===== config.mk =====
export PLATFORM = sky130hd
export DESIGN_NAME = tsp_slave_port
export DESIGN_NICKNAME = d
export VERILOG_FILES = /design/src/tsp_pkg.sv /design/src/tsp_slave_port.sv
export SDC_FILE = /design/constraint.sdc
export NUM_CORES = 1
export LEC_CHECK = 0
export BUFFER_PORTS_ARGS = -buffer_cell sky130_fd_sc_hd__clkbuf_2
export CAP_MARGIN = 20
export CORE_ASPECT_RATIO = 2
export CORE_MARGIN = 3
export CORE_UTILIZATION = 52
export DETAILED_ROUTE_END_ITERATION = 8
export PLACE_DENSITY = 0.76
export SYNTH_ARGS = -nofsm -noshare
export SYNTH_HDL_FRONTEND = slang
export SYNTH_SLANG_ARGS = --single-unit

===== constraint.sdc =====
create_clock -name clock -period 1.65 [get_ports clock]
set_input_delay 0.165 -clock clock [delete_from_list [all_inputs] [get_ports clock]]
set_output_delay 0.165 -clock clock [all_outputs]
set_load 0.02 [all_outputs]

===== src/tsp_pkg.sv =====
// Purpose: Shared types and constants for the two-wire slave port.
// Assumes: 40 MHz core clock, bus master drives the serial clock.
// Notes: Register file lives outside; this port only reads and writes it.
package tsp_pkg;

    localparam int ADDR_W = 8;
    localparam int DATA_W = 8;
    localparam int ID_W = 5;
    localparam logic [3:0] BYTE_BITS = 4'h8;
    localparam logic [3:0] CNT_ZERO = 4'h0;
    localparam logic [3:0] CNT_ONE = 4'h1;
    localparam int MSB = 7;
    localparam logic [ADDR_W-1:0] ADDR_STEP = 8'h01;
    // Arbitrary neutral prefix; set per product
    localparam logic [ID_W-1:0] ID_PREFIX_DEF = 5'h0B;

    typedef enum logic [2:0] {
        ST_IDLE,
        ST_RX,
        ST_ACK,
        ST_TX,
        ST_MACK
    } tsp_phase_t;

    typedef enum logic [1:0] {
        K_DEV,
        K_REG,
        K_DATA
    } tsp_kind_t;

    typedef struct packed {
        logic [ADDR_W-1:0] addr;
        logic [DATA_W-1:0] wdata;
        logic we;
    } tsp_reg_req_t;

    typedef struct packed {
        logic [1:0] scl_s;
        logic scl_p;
        logic [1:0] sda_s;
        logic sda_p;
        logic [1:0] ahi_s;
        logic [1:0] alo_s;
        tsp_phase_t st;
        tsp_kind_t kind;
        logic rw;
        logic [3:0] cnt;
        logic [DATA_W-1:0] sh;
        logic oe;
        logic mack;
        tsp_reg_req_t req;
    } tsp_state_t;

    localparam tsp_state_t STATE_RESET = '0;

endpackage


===== src/tsp_slave_port.sv =====
// Purpose: Two-wire serial slave port into the internal register space.
// Assumes: Pins are asynchronous and pass two flops; reg_rdata is same clock.
// Notes: Open-drain data pin: only ever drives low, sda_oe high while driving.
`timescale 1ns/1ps
module tsp_slave_port #(
    parameter logic [tsp_pkg::ID_W-1:0] ID_PREFIX = tsp_pkg::ID_PREFIX_DEF
) (
    input wire logic clock,
    input wire logic nrst,
    input wire logic scl_i,
    input wire logic sda_i,
    output logic sda_o,
    output logic sda_oe,
    input wire logic addr_select_hi_pin,
    input wire logic addr_select_lo_pin,
    input wire logic powerup_busy,
    output tsp_pkg::tsp_reg_req_t reg_req,
    input wire logic [tsp_pkg::DATA_W-1:0] reg_rdata
);

    tsp_pkg::tsp_state_t q;
    tsp_pkg::tsp_state_t d;
    logic scl_rise;
    logic scl_fall;
    logic start_det;
    logic stop_det;
    logic sda;
    logic [tsp_pkg::MSB-1:0] own_addr;

    // Edges come from the second and third stages only
    assign sda = q.sda_s[1];
    assign scl_rise = q.scl_s[1] & ~q.scl_p;
    assign scl_fall = ~q.scl_s[1] & q.scl_p;
    assign start_det = q.scl_s[1] & q.scl_p & ~q.sda_s[1] & q.sda_p;
    assign stop_det = q.scl_s[1] & q.scl_p & q.sda_s[1] & ~q.sda_p;
    assign own_addr = {ID_PREFIX, q.ahi_s[1], q.alo_s[1]};

    always_comb begin
        d = q;
        d.scl_s = {q.scl_s[0], scl_i};
        d.scl_p = q.scl_s[1];
        d.sda_s = {q.sda_s[0], sda_i};
        d.sda_p = q.sda_s[1];
        d.ahi_s = {q.ahi_s[0], addr_select_hi_pin};
        d.alo_s = {q.alo_s[0], addr_select_lo_pin};
        d.req.we = 1'b0;
        if (stop_det) begin
            // A half-done write never reaches the strobe
            d.st = tsp_pkg::ST_IDLE;
            d.oe = 1'b0;
        end else if (start_det && !powerup_busy) begin
            // Repeated start keeps the pointer for a random read
            d.st = tsp_pkg::ST_RX;
            d.kind = tsp_pkg::K_DEV;
            d.cnt = tsp_pkg::CNT_ZERO;
            d.oe = 1'b0;
        end else begin
            case (q.st)
                tsp_pkg::ST_IDLE: begin
                    d.oe = 1'b0;
                end
                tsp_pkg::ST_RX: begin
                    if (scl_rise) begin
                        d.sh = {q.sh[tsp_pkg::MSB-1:0], sda};
                        d.cnt = q.cnt + tsp_pkg::CNT_ONE;
                    end else if (scl_fall && q.cnt == tsp_pkg::BYTE_BITS) begin
                        d.cnt = tsp_pkg::CNT_ZERO;
                        if (q.kind == tsp_pkg::K_DEV) begin
                            if (q.sh[tsp_pkg::MSB:1] == own_addr) begin
                                d.rw = q.sh[0];
                                d.st = tsp_pkg::ST_ACK;
                                d.oe = 1'b1;
                            end else begin
                                d.st = tsp_pkg::ST_IDLE;
                            end
                        end else begin
                            d.st = tsp_pkg::ST_ACK;
                            d.oe = 1'b1;
                            if (q.kind == tsp_pkg::K_REG) begin
                                d.req.addr = q.sh;
                            end
                        end
                    end
                end
                tsp_pkg::ST_ACK: begin
                    if (scl_fall) begin
                        d.oe = 1'b0;
                        d.cnt = tsp_pkg::CNT_ZERO;
                        if (q.kind == tsp_pkg::K_DEV && q.rw) begin
                            d.st = tsp_pkg::ST_TX;
                            d.sh = reg_rdata;
                            d.oe = ~reg_rdata[tsp_pkg::MSB];
                        end else begin
                            d.st = tsp_pkg::ST_RX;
                            // Write only once the data byte's ack clock is over
                            if (q.kind == tsp_pkg::K_DATA) begin
                                d.req.we = 1'b1;
                                d.req.wdata = q.sh;
                            end
                            d.kind = (q.kind == tsp_pkg::K_DEV) ? tsp_pkg::K_REG
                                                                : tsp_pkg::K_DATA;
                        end
                    end
                end
                tsp_pkg::ST_TX: begin
                    if (scl_rise) begin
                        d.cnt = q.cnt + tsp_pkg::CNT_ONE;
                    end else if (scl_fall) begin
                        if (q.cnt == tsp_pkg::BYTE_BITS) begin
                            d.oe = 1'b0;
                            d.st = tsp_pkg::ST_MACK;
                        end else begin
                            d.sh = {q.sh[tsp_pkg::MSB-1:0], 1'b0};
                            d.oe = ~q.sh[tsp_pkg::MSB-1];
                        end
                    end
                end
                tsp_pkg::ST_MACK: begin
                    if (scl_rise) begin
                        d.mack = ~sda;
                        if (!sda) begin
                            d.req.addr = q.req.addr + tsp_pkg::ADDR_STEP;
                        end
                    end else if (scl_fall) begin
                        d.cnt = tsp_pkg::CNT_ZERO;
                        if (q.mack) begin
                            // Pointer moved at the rising edge, so data is settled
                            d.st = tsp_pkg::ST_TX;
                            d.sh = reg_rdata;
                            d.oe = ~reg_rdata[tsp_pkg::MSB];
                        end else begin
                            d.st = tsp_pkg::ST_IDLE;
                            d.oe = 1'b0;
                        end
                    end
                end
                default: begin
                    d.st = tsp_pkg::ST_IDLE;
                    d.oe = 1'b0;
                end
            endcase
        end
    end

    always_ff @(posedge clock) begin
        if (!nrst) begin
            q <= tsp_pkg::STATE_RESET;
        end else begin
            q <= d;
        end
    end

    // Slave only: the clock pin is never driven
    assign sda_o = 1'b0;
    assign sda_oe = q.oe;
    assign reg_req = q.req;
endmodule


# ---- After elaboration in Yosys (flattened, before gate mapping)
# Index checks and enable logic that the tools add are counted.
# W data, S select, Z words.
dict set report classes {
  n_addsub 2
  eq_ne 37
  mux 46
  bitwise 21
  reduce_logical 24
}
# cell n
set op_table {}
lappend op_table {{$mux W8} 9}
lappend op_table {{$pmux W12 S4} 1}
lappend op_table {{$mux W13} 3}
lappend op_table {{$ne A2 B2 Y1 const B} 18}
lappend op_table {{$ne A3 B3 Y1 const B} 10}
lappend op_table {{$mux W3} 9}
lappend op_table {{$mux W9} 3}
lappend op_table {{$reduce_and A9 Y1} 3}
lappend op_table {{$mux W4} 4}
lappend op_table {{$pmux W8 S2} 1}
lappend op_table {{$pmux W3 S5} 1}
lappend op_table {{$not A1 Y1} 14}
lappend op_table {{$reduce_and A7 Y1} 2}
lappend op_table {{$mux W2} 6}
lappend op_table {{$reduce_and A12 Y1} 1}
lappend op_table {{$add A8 B1 Y8 const B} 1}
lappend op_table {{$reduce_and A4 Y1} 2}
lappend op_table {{$reduce_and A8 Y1} 1}
lappend op_table {{$and A1 B1 Y1} 7}
lappend op_table {{$eq A7 B6 Y1} 1}
lappend op_table {{$mux W1} 7}
lappend op_table {{$eq A3 B2 Y1 const B} 2}
lappend op_table {{$reduce_and A6 Y1} 1}
lappend op_table {{$reduce_bool A2 Y1} 3}
lappend op_table {{other kinds (18)} 20}
dict set report totals {
  register_bits 47
  output_inout_bits 19
}

# ---- Depth between registers and ports, before layout
dict set report depth {
  ltp_word 7
  depth_mapped 9
  depth_no_buf 7
}

# ---- Worst setup path before layout
# OpenSTA, ideal clock, no wires.
dict set report synth_timing {
  kind {register to register}
  startpoint {reg q[27] (netlist name)}
  endpoint {reg q[19] (netlist name)}
  arrival_ns 1.577
  setup_slack_ns -0.060
  path_stages_with_launch 9
  n_path_buf 1
  synth_period_minus_slack_ns 1.710
  cell_sequence {dfxtp_1 > inv_1 > ha_1 > and3b_1 > buf_2 > o2111ai_1 > o21a_2 > o2111ai_4 > mux2i_1}
}
dict set report synth_via {
  elab_chain_len 3
}
# item line_no
set synth_rtl {}
lappend synth_rtl {{from (decl)} tsp_slave_port.sv:21} ;# tsp_pkg::tsp_state_t q;
lappend synth_rtl {{from (signal assigned)} tsp_slave_port.sv:147} ;# q <= tsp_pkg::STATE_RESET;
lappend synth_rtl {{$eq A4 B4 Y1} tsp_slave_port.sv:109} ;# if (q.cnt == tsp_pkg::BYTE_BITS) begin
lappend synth_rtl {{$ne A2 B2 Y1 (no source line)} --}
lappend synth_rtl {{$reduce_and A12 Y1 (no source line)} --}
# No other way between the ends.
# A chain may end at the register's enable or synchronous reset.

# ---- Worst setup path in the final report
dict set report layout_timing {
  startpoint {reg q[24] (netlist name)}
  endpoint {reg q[31] (netlist name)}
}
dict set report layout_via {
  elab_chain_len 2
}
# item line_no
set layout_rtl {}
lappend layout_rtl {{$eq A7 B6 Y1} tsp_slave_port.sv:69} ;# if (q.sh[tsp_pkg::MSB:1] == own_addr) begin
lappend layout_rtl {{$reduce_and A7 Y1 (no source line)} --}
# No other way between the ends.

==> results.sh <==
export IMPL_post_route_period_util=1.044
export IMPL_ff_latch_area_um2=963.4
export IMPL_grt_pass1_wl_um=11200
export IMPL_p_comb_frac=0.040
export IMPL_rsz0062_at_grt="true"
export IMPL_numPortBuffers=32
export IMPL_clock_latency_ns=0.32
export IMPL_place_gp_congestion=0.9007
export IMPL_async_reset_ff_frac=0
export IMPL_slowest_delay_ns=0.57
export IMPL_die_area_um2=6059
export IMPL_area_growth_pct=28.42
export IMPL_holdBufCountCts=0
export IMPL_status="finished, violations left"
export IMPL_ys_ff_latch=47
export IMPL_postLayoutCoreUtil=0.6955
export IMPL_violations="negative setup slack"
export IMPL_tritoncts="built"
export IMPL_ys_flop_type="dfxtp_1"
export IMPL_start_kind="flop"
export IMPL_hpwl_um=5083
export IMPL_worstPathRequired_ns=1.85
export IMPL_synth_edf_count=0
export IMPL_avgViaCountPerCell=5.858
export IMPL_dpl_cell_area_um2=3012
export IMPL_hold_class="primary input to flop"
export IMPL_syn_num_nets=320
export IMPL_grt_max_degree=31
export IMPL_leakage_nw=1.486
export IMPL_cp_max_fo=2
export IMPL_powerDensity_nw_per_um2=658.6
export IMPL_setup_violations_final=8
export IMPL_initial_utilization=0.5415
export IMPL_cts_num_sinks=47
export IMPL_cap_violations=0
export IMPL_clock_root_buffer="clkbuf_8"
export IMPL_slew_viol_final=0
export IMPL_clock_path_buffers=2
export IMPL_synth_area_um2=2659
export IMPL_die_height_um=107.1
export IMPL_antenna_found_initial=0
export IMPL_grt_pass1_vias=2413
export IMPL_critPathKind="flop to flop"
export IMPL_p_sw_frac=0.2078
export IMPL_ant_nets=0
export IMPL_path_clk_slew_ns=0.09
export IMPL_nets=383
export IMPL_num_io_pins=34
export IMPL_row_count=36
export IMPL_final_layout_size_suffix_gt1_frac=0.4071
export IMPL_final_hold_violation_count=0
export IMPL_synth_warnings=0
export IMPL_first_iter_violations=72
export IMPL_die_w_um=56.56
export IMPL_drc_errors=0
export IMPL_p_int_mw=1.781
export IMPL_vias=2478
export IMPL_core_area_um2=4910
export IMPL_arrival_ns=1.92
export IMPL_final_cell_area_um2=3415
export IMPL_antenna_cells=0
export IMPL_p_seq_frac=0.509
export IMPL_multi_input_area_um2=1585
export IMPL_cpMaxStageDelayCell="or4_4"
export IMPL_netSwitchingPower_mw=0.4673
export IMPL_clkPwrFrac=0.451
export IMPL_yosysSeqAreaShare=0.3539
export IMPL_max_freq_ghz=0.5806
export IMPL_p_total_mw=2.249
export IMPL_min_period_ns=1.722
export IMPL_end_kind="flop"
export IMPL_totalWireLength_um=7257
export IMPL_grt_use_total=0.2369
export IMPL_cts_buffers=5
export IMPL_fin_ws_ns=-0.07235
export IMPL_peakVddDrop_v=0.001011
export IMPL_skew_ns=0.01135
export IMPL_htreeDepth=2
export IMPL_gr_total_overflow=0
export IMPL_first_pass_iters=4
export IMPL_path_cells="nand4b_1 -> or4_4 -> nor4b_4 -> mux2i_1 -> nor2_1"
export IMPL_wl_per_cell_um=17.16
export IMPL_n_fill_cell=387
export IMPL_avgSynthCellArea_um2=8.804
export IMPL_synthDistinctLibCells=65
export IMPL_synth_cells=302
-- through the flow --
step / instances / hold slack, ns / setup WS (ns) / TNS (ns)
after floorplan: 302 / 0.2923 / -0.01155 / -0.09238
after global placement: 403 / 0.3706 / -0.07915 / -0.6180
after detailed placement: 403 / 0.3765 / -0.1046 / -1.025
after CTS: 412 / 0.05215 / -0.06996 / -0.08294
after global routing: 423 / 0.06556 / -0.1250 / -1.707
final: 423 / 0.05274 / -0.07235 / -0.1429
-- layer usage --
layer	share of wire	vias up	wire, um	global-route usage
met1	0.35	1190	2574	0.2266
li1	-	1179	-	-
met4	0.058	0	420	0.1647
met2	0.54	81	3953	0.4379
met5	0	-	0	0
met3	0.042	28	308	0.04217
-- state kept, by name, indices dropped and copies added (netlist names) --
signal / flops
d: 6
sda_oe: 1
own_addr: 2
reg_req: 17
q: 21
-- power by group through the flow --
stage	registers (mW)	logic (mW)	clock network, mW
5_1_grt	1.15	0.0965	1.07
3_3_place_gp	1.18	0.0795	0
4_1_cts	1.15	0.0838	1.03
6_report	1.14	0.0893	1.01
2_1_floorplan	1.17	0.0452	0
3_5_place_dp	1.18	0.0809	0
-- logic make-up (layout without fill, tap and decap cells) --
group / count (synthesis) / count (layout) / synth area share
mux: 19 / 19 / 0.07153
xor+xnor: 4 / 4 / 0.01318
flops: 47 / 47 / 0.3539
compound gates: 62 / 63 / 0.1849
other cells: 1 / 1 / 0.001410
fa+ha+maj: 3 / 3 / 0.01412
simple gates: 123 / 123 / 0.2607
buf+inv: 43 / 106 / 0.1002
-- path summary, 6_finish.rpt --
| path | start | to | slack (ns) | cells past startpoint |
|---|---|---|---|---|
| worst max register to register | q[24] | q[31] | -0.07 | 5 |
| worst max-delay path | q[24] | q[31] | -0.07 | 5 |
| worst min register to register | d[43] | d[41] | 0.44 | 1 |
| worst min-delay path | sda_i | d[43] | 0.05 | 2 |
-- cell usage after synthesis, drive strengths merged, types with 2 or more instances --
cell / count / area (um^2)
buf: 30 / 217.7
or2: 4 / 25.02
o32ai: 2 / 17.52
and2: 11 / 68.82
dfxtp: 47 / 940.9
nor3: 3 / 15.01
and3b: 3 / 26.28
and3: 4 / 30.03
nand3b: 3 / 22.52
o21a: 3 / 23.77
nand2b: 3 / 18.77
o21ai: 7 / 46.29
nor2b: 4 / 25.02
a21oi: 14 / 70.07
nor3b: 3 / 32.53
clkbuf: 5 / 18.77
mux2i: 19 / 190.2
o2111ai: 3 / 61.31
nand2: 42 / 157.7
xor2: 3 / 26.28
nand4: 2 / 12.51
a211oi: 4 / 30.03
a31oi: 2 / 12.51
nor4: 2 / 27.53
o31ai: 3 / 22.52
nand4b: 2 / 17.52
a21o: 3 / 22.52
o22ai: 3 / 25.02
o21bai: 2 / 15.01
nand3: 10 / 50.05
a22o: 7 / 61.31
inv: 7 / 26.27
o211ai: 2 / 20.02
ha: 3 / 37.54
nor2: 20 / 75.07
-- layout make-up --
cell class              count  share of cell area
flip-flops and latches     47              0.2822
multi-input cells         213              0.4643
inverters                   8            0.008794
clock inverters             3             0.01979
repair buffers             90              0.1840
clock buffers               5             0.02015
well taps                  57             0.02089
-- timing repair --
item	in CTS	in global routing
setup endpoints to repair	32	31
gates cloned	1	1
resized for setup	12	36
pin swaps	5	22
buffers inserted	0	10
-- cells in the final DEF (no fill, tap or decap), types with 3 or more instances in the layout --
cell type	n
dfxtp_2	6
a22o_1	7
nand2_1	42
clkbuf_8	5
a211oi_1	3
buf_4	54
o2111ai_4	3
o31ai_1	3
inv_2	3
nor2_1	19
a21oi_1	10
a21oi_2	4
inv_1	4
and3_1	3
nand3_1	9
a21o_1	3
nor2b_1	4
and2_1	11
mux2i_1	18
dfxtp_4	4
xor2_1	3
nand3b_1	3
clkbuf_2	32
dfxtp_1	37
nor3_1	3
-- worst max-delay path: cells and delay by family, from the launching register on --
family | cells | cell delay [ns]
AND/OR/NAND/NOR | 4 | 1.07
flip-flops | 1 | 0.32
multiplexers | 1 | 0.21
No activity file was read; power rests on OpenSTA's default activity.
